[src/logic/nest_irq_pkg.sv]
// constants, types and behaviour list of the nested interrupt priority unit
// Behaviour
// - four software levels; a higher-level routine may preempt a lower-level one.
// - sixteen vectors, their assignment fixed in hardware.
// - vector addresses span FFE0h to FFFFh, ordered by fixed hardware priority.
// - reset and software trap are never masked.
// - one top-level event, maskable, ranked above all ordinary hardware requests.
// - current level held in condition code bits 5 (upper) and 3 (lower).
// - masking uses current level and per-vector programmed priority.
// - service starts only at the end of the current instruction.
// - program counter, index, accumulator and condition code pushed before service.
// - after the save, current level takes the serviced vector's programmed level; trap and top-level event load fixed level 3.
// - program counter then loads the serviced vector address; routine fetched there.
// - interrupt return pops all saved registers, restoring both level bits.
// - level codes: 0 is 10, 1 is 01, 2 is 00, 3 is 11 (disables).
// - enable instruction writes 10, disable instruction writes 11.
// - halt, pop condition code, enable, disable, wait change the current level.
package nest_irq_pkg;

    localparam int NUM_IRQ = 13;
    localparam int NUM_VEC = 16;
    localparam int NUM_PRIO_REGS = 4;

    localparam logic [3:0] VEC_RESET = 4'h0;
    localparam logic [3:0] VEC_TRAP = 4'h1;
    localparam logic [3:0] VEC_TOP_EVT = 4'h2;
    localparam logic [3:0] VEC_IRQ0 = 4'h3;
    localparam logic [15:0] VEC_TOP_ADDR = 16'hfffe;
    localparam logic [15:0] VEC_LOW_ADDR = 16'hffe0;

    localparam logic [1:0] LVL_MAIN = 2'b10;
    localparam logic [1:0] LVL_DISABLE = 2'b11;
    localparam logic [1:0] PRIO_RESET = 2'b11;
    localparam int FLAG_HI_BIT = 5;
    localparam int FLAG_LO_BIT = 3;

    localparam logic [7:0] OFS_PRIO0 = 8'h00;
    localparam logic [7:0] OFS_PRIO1 = 8'h04;
    localparam logic [7:0] OFS_PRIO2 = 8'h08;
    localparam logic [7:0] OFS_PRIO3 = 8'h0c;
    localparam logic [7:0] OFS_STATUS = 8'h10;

    typedef enum logic [1:0] {
        ST_IDLE = 2'b00,
        ST_SAVE = 2'b01,
        ST_VEC = 2'b10
    } state_e;

    typedef struct packed {
        state_e st;
        logic [1:0] lvl;
        logic [NUM_IRQ-1:0][1:0] prio;
        logic [3:0] vec;
        logic [1:0] vec_lvl;
        logic [15:0] vaddr;
        logic top_m;
        logic top_s;
        logic ack;
        logic [31:0] rdat;
    } state_s;

    localparam state_s STATE_RESET = '{
        st: ST_VEC,
        lvl: LVL_DISABLE,
        prio: {NUM_IRQ{PRIO_RESET}},
        vec: VEC_RESET,
        vec_lvl: LVL_DISABLE,
        vaddr: VEC_TOP_ADDR,
        top_m: 1'b0,
        top_s: 1'b0,
        ack: 1'b0,
        rdat: 32'h0000_0000
    };

    typedef struct packed {
        logic instr_end;
        logic trap;
        logic enable_irq_instr;
        logic disable_irq_instr;
        logic halt;
        logic wait_irq_instr;
        logic popcc;
        logic interrupt_return_instr;
        logic [7:0] popped_flags;
    } core_evt_s;

endpackage : nest_irq_pkg

[src/logic/nest_irq_unit.sv]
// nested interrupt priority unit with wishbone priority registers
//
// Chosen here: the placing of the registers and the Wishbone register port.
`timescale 1ns/1ns
module nest_irq_unit (
    input wire logic clk_i,
    input wire logic rst_i,
    // wishbone classic slave
    input wire logic cyc_i,
    input wire logic stb_i,
    input wire logic we_i,
    input wire logic [7:0] adr_i,
    input wire logic [3:0] sel_i,
    input wire logic [31:0] dat_i,
    output logic [31:0] dat_o,
    output logic ack_o,
    // request sources
    input wire logic [nest_irq_pkg::NUM_IRQ-1:0] irq_i,
    input wire logic top_level_event_i,
    // core sequencer
    input wire nest_irq_pkg::core_evt_s evt_i,
    input wire logic save_done_i,
    output logic core_hold_o,
    output logic save_req_o,
    output logic pc_load_o,
    output logic [15:0] vector_addr_o,
    output logic level_bit_hi_o,
    output logic level_bit_lo_o
);

    nest_irq_pkg::state_s s_q;
    nest_irq_pkg::state_s s_d;
    logic [1:0] new_lvl;
    logic [1:0] cur_rank;
    logic [1:0] best_rank;
    logic [3:0] best_vec;
    logic take;
    logic lvl_evt;

    // level code to rank: 10->0, 01->1, 00->2, 11->3
    function automatic logic [1:0] lvl_rank(input logic [1:0] enc);
        lvl_rank = {~(enc[1] ^ enc[0]), enc[0]};
    endfunction : lvl_rank

    function automatic logic [15:0] vec_addr(input logic [3:0] v);
        vec_addr = nest_irq_pkg::VEC_TOP_ADDR - {11'h000, v, 1'b0};
    endfunction : vec_addr

    function automatic logic [7:0] prio_byte(input nest_irq_pkg::state_s s, input int k);
        logic [7:0] b;
        b = 8'h00;
        for (int j = 0; j < 4; j++) begin
            if (4 * k + j < nest_irq_pkg::NUM_IRQ) begin
                b[2*j +: 2] = s.prio[4*k+j];
            end
        end
        prio_byte = b;
    endfunction : prio_byte

    assign lvl_evt = evt_i.enable_irq_instr | evt_i.disable_irq_instr | evt_i.halt
        | evt_i.wait_irq_instr | evt_i.popcc | evt_i.interrupt_return_instr;

    always_comb begin
        s_d = s_q;
        new_lvl = s_q.lvl;
        cur_rank = 2'b00;
        best_rank = 2'b00;
        best_vec = nest_irq_pkg::VEC_RESET;
        take = 1'b0;
        // pin synchroniser, first stage read only by second
        s_d.top_m = top_level_event_i;
        s_d.top_s = s_q.top_m;
        // bus slave: one wait state, writes land with ack
        s_d.ack = cyc_i & stb_i & ~s_q.ack;
        s_d.rdat = 32'h0000_0000;
        if (s_d.ack) begin
            for (int k = 0; k < nest_irq_pkg::NUM_PRIO_REGS; k++) begin
                if (adr_i == 8'(4 * k)) begin
                    s_d.rdat = {24'h000000, prio_byte(s_q, k)};
                end
            end
            if (adr_i == nest_irq_pkg::OFS_STATUS) begin
                s_d.rdat = {23'h000000, s_q.top_s, s_q.vec, 1'b0,
                    (s_q.st != nest_irq_pkg::ST_IDLE), s_q.lvl};
            end
        end
        // write lands at the edge where the master samples ack high
        if (cyc_i && stb_i && s_q.ack && we_i && sel_i[0]) begin
            for (int k = 0; k < nest_irq_pkg::NUM_PRIO_REGS; k++) begin
                if (adr_i == 8'(4 * k)) begin
                    for (int j = 0; j < 4; j++) begin
                        if (4 * k + j < nest_irq_pkg::NUM_IRQ) begin
                            s_d.prio[4*k+j] = dat_i[2*j +: 2];
                        end
                    end
                end
            end
        end
        unique case (s_q.st)
            nest_irq_pkg::ST_IDLE: begin
                if (evt_i.instr_end) begin
                    // level-changing instructions act first
                    if (evt_i.enable_irq_instr || evt_i.halt || evt_i.wait_irq_instr) begin
                        new_lvl = nest_irq_pkg::LVL_MAIN;
                    end else if (evt_i.disable_irq_instr) begin
                        new_lvl = nest_irq_pkg::LVL_DISABLE;
                    end else if (evt_i.popcc || evt_i.interrupt_return_instr) begin
                        new_lvl = {evt_i.popped_flags[nest_irq_pkg::FLAG_HI_BIT],
                            evt_i.popped_flags[nest_irq_pkg::FLAG_LO_BIT]};
                    end
                    s_d.lvl = new_lvl;
                    cur_rank = lvl_rank(new_lvl);
                    // scan lowest hardware priority first so ties go upward
                    for (int i = nest_irq_pkg::NUM_IRQ - 1; i >= 0; i--) begin
                        if (irq_i[i] && lvl_rank(s_q.prio[i]) > cur_rank
                            && (!take || lvl_rank(s_q.prio[i]) >= best_rank)) begin
                            take = 1'b1;
                            best_rank = lvl_rank(s_q.prio[i]);
                            best_vec = 4'(i) + nest_irq_pkg::VEC_IRQ0;
                        end
                    end
                    // top-level event: fixed level 3, above every hardware line
                    if (s_q.top_s && cur_rank != 2'b11) begin
                        take = 1'b1;
                        best_rank = 2'b11;
                        best_vec = nest_irq_pkg::VEC_TOP_EVT;
                    end
                    if (evt_i.trap) begin
                        take = 1'b1;
                        best_rank = 2'b11;
                        best_vec = nest_irq_pkg::VEC_TRAP;
                    end
                    if (take) begin
                        s_d.st = nest_irq_pkg::ST_SAVE;
                        s_d.vec = best_vec;
                        s_d.vec_lvl = (best_vec == nest_irq_pkg::VEC_TRAP
                            || best_vec == nest_irq_pkg::VEC_TOP_EVT)
                            ? nest_irq_pkg::LVL_DISABLE
                            : s_q.prio[best_vec - nest_irq_pkg::VEC_IRQ0];
                    end
                end
            end
            nest_irq_pkg::ST_SAVE: begin
                // core pushes program counter, index, accumulator, flags
                if (save_done_i) begin
                    s_d.lvl = s_q.vec_lvl;
                    s_d.vaddr = vec_addr(s_q.vec);
                    s_d.st = nest_irq_pkg::ST_VEC;
                end
            end
            nest_irq_pkg::ST_VEC: begin
                s_d.st = nest_irq_pkg::ST_IDLE;
            end
            default: begin
                s_d.st = nest_irq_pkg::ST_IDLE;
            end
        endcase
    end

    always_ff @(posedge clk_i) begin
        if (rst_i) begin
            s_q <= nest_irq_pkg::STATE_RESET;
        end else begin
            s_q <= s_d;
        end
    end

    assign dat_o = s_q.rdat;
    assign ack_o = s_q.ack;
    assign core_hold_o = (s_q.st != nest_irq_pkg::ST_IDLE);
    assign save_req_o = (s_q.st == nest_irq_pkg::ST_SAVE);
    assign pc_load_o = (s_q.st == nest_irq_pkg::ST_VEC);
    assign vector_addr_o = s_q.vaddr;
    assign level_bit_hi_o = s_q.lvl[1];
    assign level_bit_lo_o = s_q.lvl[0];
endmodule : nest_irq_unit

[config.mk]
export PLATFORM = sky130hd
export DESIGN_NAME = nest_irq_unit
export DESIGN_NICKNAME = d
export VERILOG_FILES = /design/src/logic/nest_irq_pkg.sv /design/src/logic/nest_irq_unit.sv
export SDC_FILE = /design/constraint.sdc
export NUM_CORES = 1
export LEC_CHECK = 0
export BUFFER_PORTS_ARGS = -buffer_cell sky130_fd_sc_hd__buf_4
export CAP_MARGIN = 20
export CORE_ASPECT_RATIO = 0.7
export CORE_UTILIZATION = 59
export DETAILED_ROUTE_END_ITERATION = 10
export GPL_TIMING_DRIVEN = 0
export PLACE_DENSITY = 0.95
export SLEW_MARGIN = 20
export SYNTH_ARGS = -nofsm -noshare
export SYNTH_HDL_FRONTEND = slang
export SYNTH_SLANG_ARGS = --single-unit
[constraint.sdc]
create_clock -name clk_i -period 34.6 [get_ports clk_i]
set_input_delay 1.73 -clock clk_i [delete_from_list [all_inputs] [get_ports clk_i]]
set_output_delay 1.73 -clock clk_i [all_outputs]
set_load 0.01 [all_outputs]
* Word level (Yosys, flattened, before mapping) *
Cells that the tools add are included.

storage, ports and cells
  register bits after elaboration = 87
  bits of input ports = 80
  output and inout bits = 54
  logic and storage cells = 281

operators by class
  $add $sub $neg = 2
  order comparisons = 26
  eq/ne operators = 12
  multiplexer cells = 112
  bitwise gates (word level) = 32
  reduce and logical (&&, ||, !) cells = 73

operators by type and width
  operator                                                                      number
  2-bit 2-to-1 mux                                                              44
  4-bit 2-to-1 mux                                                              19
  1-bit 2-to-1 mux                                                              41
  9-bit 2-to-1 mux                                                              4
  1-bit logical AND                                                             30
  2-bit greater-than comparator                                                 13
  2-bit >= comparator                                                           12
  8-bit by 4-bit equality test with 1-bit output, second input constant         2
  1-bit logical OR                                                              16
  1-bit NOT                                                                     16
  1-bit bitwise XOR                                                             14
  1-bit logical NOT                                                             12
  2-bit AND reduction                                                           5
  3-bit AND reduction                                                           3
  2-bit binary-select mux with 4-bit select                                     1
  8-bit by 3-bit equality test with 1-bit output, second input constant         1
  8-bit by 5-bit equality test with 1-bit output, second input constant         1
  8-bit logical NOT                                                             1
  8-bit 2-to-1 mux                                                              1
  2-bit case mux with 2 select lines                                            2
  2-bit by 6-bit subtractor with 7-bit output, first input constant             1
  2-bit inequality test, second input constant                                  3
  6-bit OR reduction                                                            1
  4-bit by 5-bit less-than comparator with 1-bit output, second input constant  1
  11 further kinds                                                              13

* Logic depth before layout (Yosys ltp) *
  word-level depth = 91
  mapped depth = 96
  depth with buffers taken out = 94

* Least setup slack after synthesis *
OpenSTA, ideal clock, no wires.

  path kind = input to register
  from = input port evt_i[11] in the netlist's numbering
  to = register s_q[52] in the netlist's numbering
  arrival = 18,481 ps
  path slack = 15,992 ps
  stages = 90
  buffers on the path = 2
  cells stage by stage = nor3_2 > clkbuf_1 > nand4b_1 > o31a_1 > ha_1 > nand3_1 > nor4_1 > a211oi_4 > nor2_1 > ha_1 > nand2b_1 > a21oi_1 > o21ai_0 > o21ai_0 > ha_1 > nand2b_1 > a21oi_1 > inv_1 > (+54 left out) > a21o_1 > mux2_4 > ha_1 > nand2b_1 > a21oi_1 > nor2_1 > o21ai_0 > nand2_1 > o21a_2 > nor2_2 > inv_6 > ha_1 > clkbuf_1 > xnor2_1 > mux2i_1 > o22ai_1 > a211oi_1 > a211oi_2

on the way
  cells in the longest elaborated chain, start to end = 90

ends and longest elaborated chain
  element                                      RTL line              RTL
  start, declared                              nest_irq_unit.sv:21   input wire nest_irq_pkg::core_evt_s evt_i,
  1-bit logical OR * (2 in series)             nest_irq_unit.sv:103  if (evt_i.enable_irq_instr || evt_i.halt || evt_i.wait_irq_instr) begin
  2-bit 2-to-1 mux *                           nest_irq_unit.sv:103
  2-bit 2-to-1 mux *                           nest_irq_unit.sv:101  if (evt_i.instr_end) begin
  2-bit 2-to-1 mux *                           nest_irq_unit.sv:99   unique case (s_q.st)
  1-bit bitwise XOR                            nest_irq_unit.sv:42   lvl_rank = {~(enc[1] ^ enc[0]), enc[0]};
  1-bit NOT                                    nest_irq_unit.sv:42
  2-bit greater-than comparator                nest_irq_unit.sv:115  if (irq_i[i] && lvl_rank(s_q.prio[i]) > cur_rank
  1-bit logical AND                            nest_irq_unit.sv:115
  (+73 left out)                               -
  4-bit 2-to-1 mux                             nest_irq_unit.sv:123  if (s_q.top_s && cur_rank != 2'b11) begin
  4-bit 2-to-1 mux                             nest_irq_unit.sv:128  if (evt_i.trap) begin
  4-bit 2-to-1 mux                             nest_irq_unit.sv:101
  4-bit 2-to-1 mux                             nest_irq_unit.sv:99
  4-bit by 2-bit subtractor with 4-bit output  nest_irq_unit.sv:139  : s_q.prio[best_vec - nest_irq_pkg::VEC_IRQ0];
  2-bit binary-select mux with 4-bit select    nest_irq_unit.sv:139
  2-bit 2-to-1 mux (implied by the code)       nest_irq_unit.sv:139
  2-bit 2-to-1 mux                             nest_irq_unit.sv:138  ? nest_irq_pkg::LVL_DISABLE
  end signal, assigned                         nest_irq_unit.sv:162  s_q <= nest_irq_pkg::STATE_RESET;
  end, declared                                nest_irq_unit.sv:31   nest_irq_pkg::state_s s_q;

Mark *: on every way between the ends. The rest lies on a longest branch, timed or not. The select of a mux whose other input is x is not followed.
A chain may end at the register's enable or synchronous reset.

* Worst setup path after layout *
  from = input port evt_i[11] in the netlist's numbering
  to = register s_q[51] in the netlist's numbering

Same word-level chain as after synthesis.

==> impl_metrics.py <==
metrics = {
    "clocking": {
        "path_clk_slew_ns": 0.07,
        "htree_levels": 2,
        "cts_hold_buf": 0,
        "cts_resized": 0,
        "cts_tree": "built",
        "clkSinkCount": 52,
        "cts_buffers": 5,
        "clk_latency_ns": 0.29,
        "cts_buffer_depth": 2,
        "post_cts_buffers": 0,
        "clockRootBuffer": "clkbuf_16",
    },
    "timing": {
        "clock_skew_ns": 0.00291,
        "drv_slew": 0,
        "hold_violations": 0,
        "setup-tns-final_ns": 0,
        "rsz0062_at_grt": "false",
        "tightestPinTransition_ns": 0.761,
        "fin_crit_sh_pct": 64.5,
        "whs_ns": 0.489,
        "max_freq_mhz": 44.8,
        "min_period_ns": 22.31,
        "setup_viol": 0,
        "relSlewSlack_pct": 49.0,
    },
    "worst_setup_path": {
        "cpPeakStageDelay_ns": 0.64,
        "cp_data_required_time_ns": 34.79,
        "crit_end": "s_q[51]",
        "crit_fanout": 13,
        "regToRegSetupSlack_ns": 14.09,
        "worstPathArrival_ns": 22.51,
        "cpMaxStageDelayCell": "nor3_2",
        "crit_start": "evt_i[11]",
        "cp-start-kind": "primary input",
        "regToRegStartpoint": "level_bit_lo_o",
        "cp_common_cell": "ha_1",
        "worstSetupPathType": "in -> reg",
        "endpoint_kind": "flip-flop",
        "r2r_end": "s_q[51]",
        "reg2reg_depth": 91,
    },
    "run": {
        "maxCapViolations": 0,
    },
    "global_routing": {
        "grt_pass1_wl_um": 26000,
        "grt.met3_usage_pct": 8.35,
        "grt_usage_pct": 37.1,
        "grt_max_degree": 17,
        "use_met1_pct": 52.0,
        "overflow": 0,
        "busiest_layer": "met2",
        "grt_pass1_vias": 4968,
        "antenna_found_initial": 0,
        "grt_util_met2_pct": 57.1,
    },
    "pwr": {
        "irDropWorstVdd_uv": 30.7,
        "finalPower_uw": 203,
        "combPwrFrac_pct": 43.8,
        "p_sw_uw": 77.1,
        "pwr-share-seq_pct": 30.6,
        "p_leak_uw": 0.00278,
        "clkPwrFrac_pct": 25.7,
        "p_sw_share_pct": 38.0,
        "internal_power_uw": 126,
        "power_density_mw_per_mm2": 33.7,
    },
    "drt": {
        "final_antenna_net_count": 0,
        "vias": 5569,
        "post_drt_wl_per_cell_um": 19.0,
        "drt_iter0_drc": 807,
        "drt_pass1_iterations": 7,
        "drc": 0,
        "vias_per_cell": 6.32,
        "wirelength_um": 16700,
    },
    "synth": {
        "synth_area_mm2": 0.00512,
        "ys_ff_latch": 52,
        "synth-async-reset-ratio_pct": 0,
        "synth_top_flop_cell": "dfxtp_1",
        "synthTopCellsByCount": "nand2_1, dfxtp_1, buf_4",
        "ys_warn_count": 0,
        "post_synth_main_area_contributors": "dfxtp_1, ha_1, buf_4",
        "synth_top_cell_area_share_pct": 20.3,
        "synth-edff-count": 0,
        "syn_area_per_cell_um2": 7.81,
        "synth_top_area_cell": "dfxtp_1",
        "synthCells": 655,
        "synth_most_common_cell": "nand2_1",
        "seq_area_frac_synth_pct": 20.3,
        "ys_types": 76,
    },
    "status": {
        "status": "complete, no violations",
    },
    "die": {
        "num_io_pins": 134,
        "fp.coreArea_mm2": 0.00844,
        "die_area_mm2": 0.00906,
        "dieHeight_um": 79.9,
        "die_w_um": 113,
        "start_util_pct": 60.6,
        "num_rows": 28,
    },
    "place": {
        "numPortBuffers": 65,
        "place_hpwl_um": 13400,
        "dpl_cell_area_mm2": 0.00588,
        "place.gp.congestion": 1.01,
    },
    "cells_and_area": {
        "diodes": 0,
        "syn_to_final_growth_pct": 17.9,
        "fin_nets": 880,
        "finish.instance_area_mm2": 0.00603,
        "drive_above_1_share_pct": 20.4,
        "final_util_pct": 71.4,
    },
    "hold_path": {
        "worstHoldPathType": "reg -> reg",
    },
}
[power groups by stage]
stage	logic (uW)	registers, uW	clock network [uW]
final	88.8	62.0	52.1
after global routing	96.3	62.1	55.1
after CTS	85.7	62.0	52.1
after detailed placement	84.9	63.4	0
after global placement	82.6	63.3	0
after floorplan	62.4	63.0	0
[cells in the final DEF (no fill, tap or decap), types with 16 or more instances in the layout]
cell type and instances:
nand2_1 67, buf_4 114, conb_1 35, a21oi_1 32, xnor2_1 16, dfxtp_1 52, mux2i_1 16, nor2_1 35
nand2b_1 16, nand3_1 30, clkbuf_1 24, o21ai_0 33, inv_1 29, ha_1 40
[critical path, delay by kind of cell]
family                   cells  cell delay, ns
AO/OA/AOI/OAI               39            9.11
XOR/XNOR                     1            0.58
adder cells (fa/ha/maj)     14            3.80
buffers and inverters        7            1.04
multiplexers                 5            1.65
AND/OR/NAND/NOR             26            4.57
[sequential cells by signal (all words and copies together) (netlist names)]
register,count
ack_o,1
dat_o,9
level_bit_hi_o,1
level_bit_lo_o,1
s_d,1
s_q,35
vector_addr_o,4
[routing by layer]
layer	part of all wire [%]	up-vias
li1	-	2539
met5	0	-
met2	43	420
met3	14	56
met4	2.3	0
met1	42	2554
[cell families (layout without fill, tap and decap cells)]
group           after synthesis  count (layout)  share of synthesized area, %
simple gates                245             245                          25.8
compound gates              172             172                          24.6
buf+inv                     106             179                          11.6
flops                        52              52                          20.3
fa+ha+maj                    40              40                          9.78
mux                          22              22                          4.89
xor+xnor                     16              16                          2.74
other cells                   2              35                         0.147
[worst min-delay path by stage]
stage / from / end / slack [ns] / depth (start not counted)
2_1_floorplan: s_d[33] / s_q[33] / 0.41 / 1
3_3_place_gp: s_d[33] / s_q[33] / 0.43 / 1
3_5_place_dp: s_d[33] / s_q[33] / 0.48 / 1
4_1_cts: s_d[33] / s_q[33] / 0.49 / 1
5_1_grt: s_d[33] / s_q[33] / 0.49 / 1
6_report: s_d[33] / s_q[33] / 0.49 / 1
[layout make-up]
type / count / area, um2
Timing Repair Buffer: 65 / 488
Tap cell: 120 / 150
Sequential cell: 52 / 1040
Buffer: 75 / 474
Clock buffer: 6 / 139
Fill cell: 678 / 2410
Multi-Input combinational cell: 530 / 3600
Inverter: 31 / 121
Clock inverter: 2 / 13.8
[metrics by stage]
step / setup slack (ns) / std cells
global placement: 13.17 / 873
CTS: 12.85 / 881
detailed placement: 12.68 / 873
finish: 12.29 / 881
global route: 11.15 / 881
floorplan: 15.99 / 688
Power figures use the tool's default switching activity.
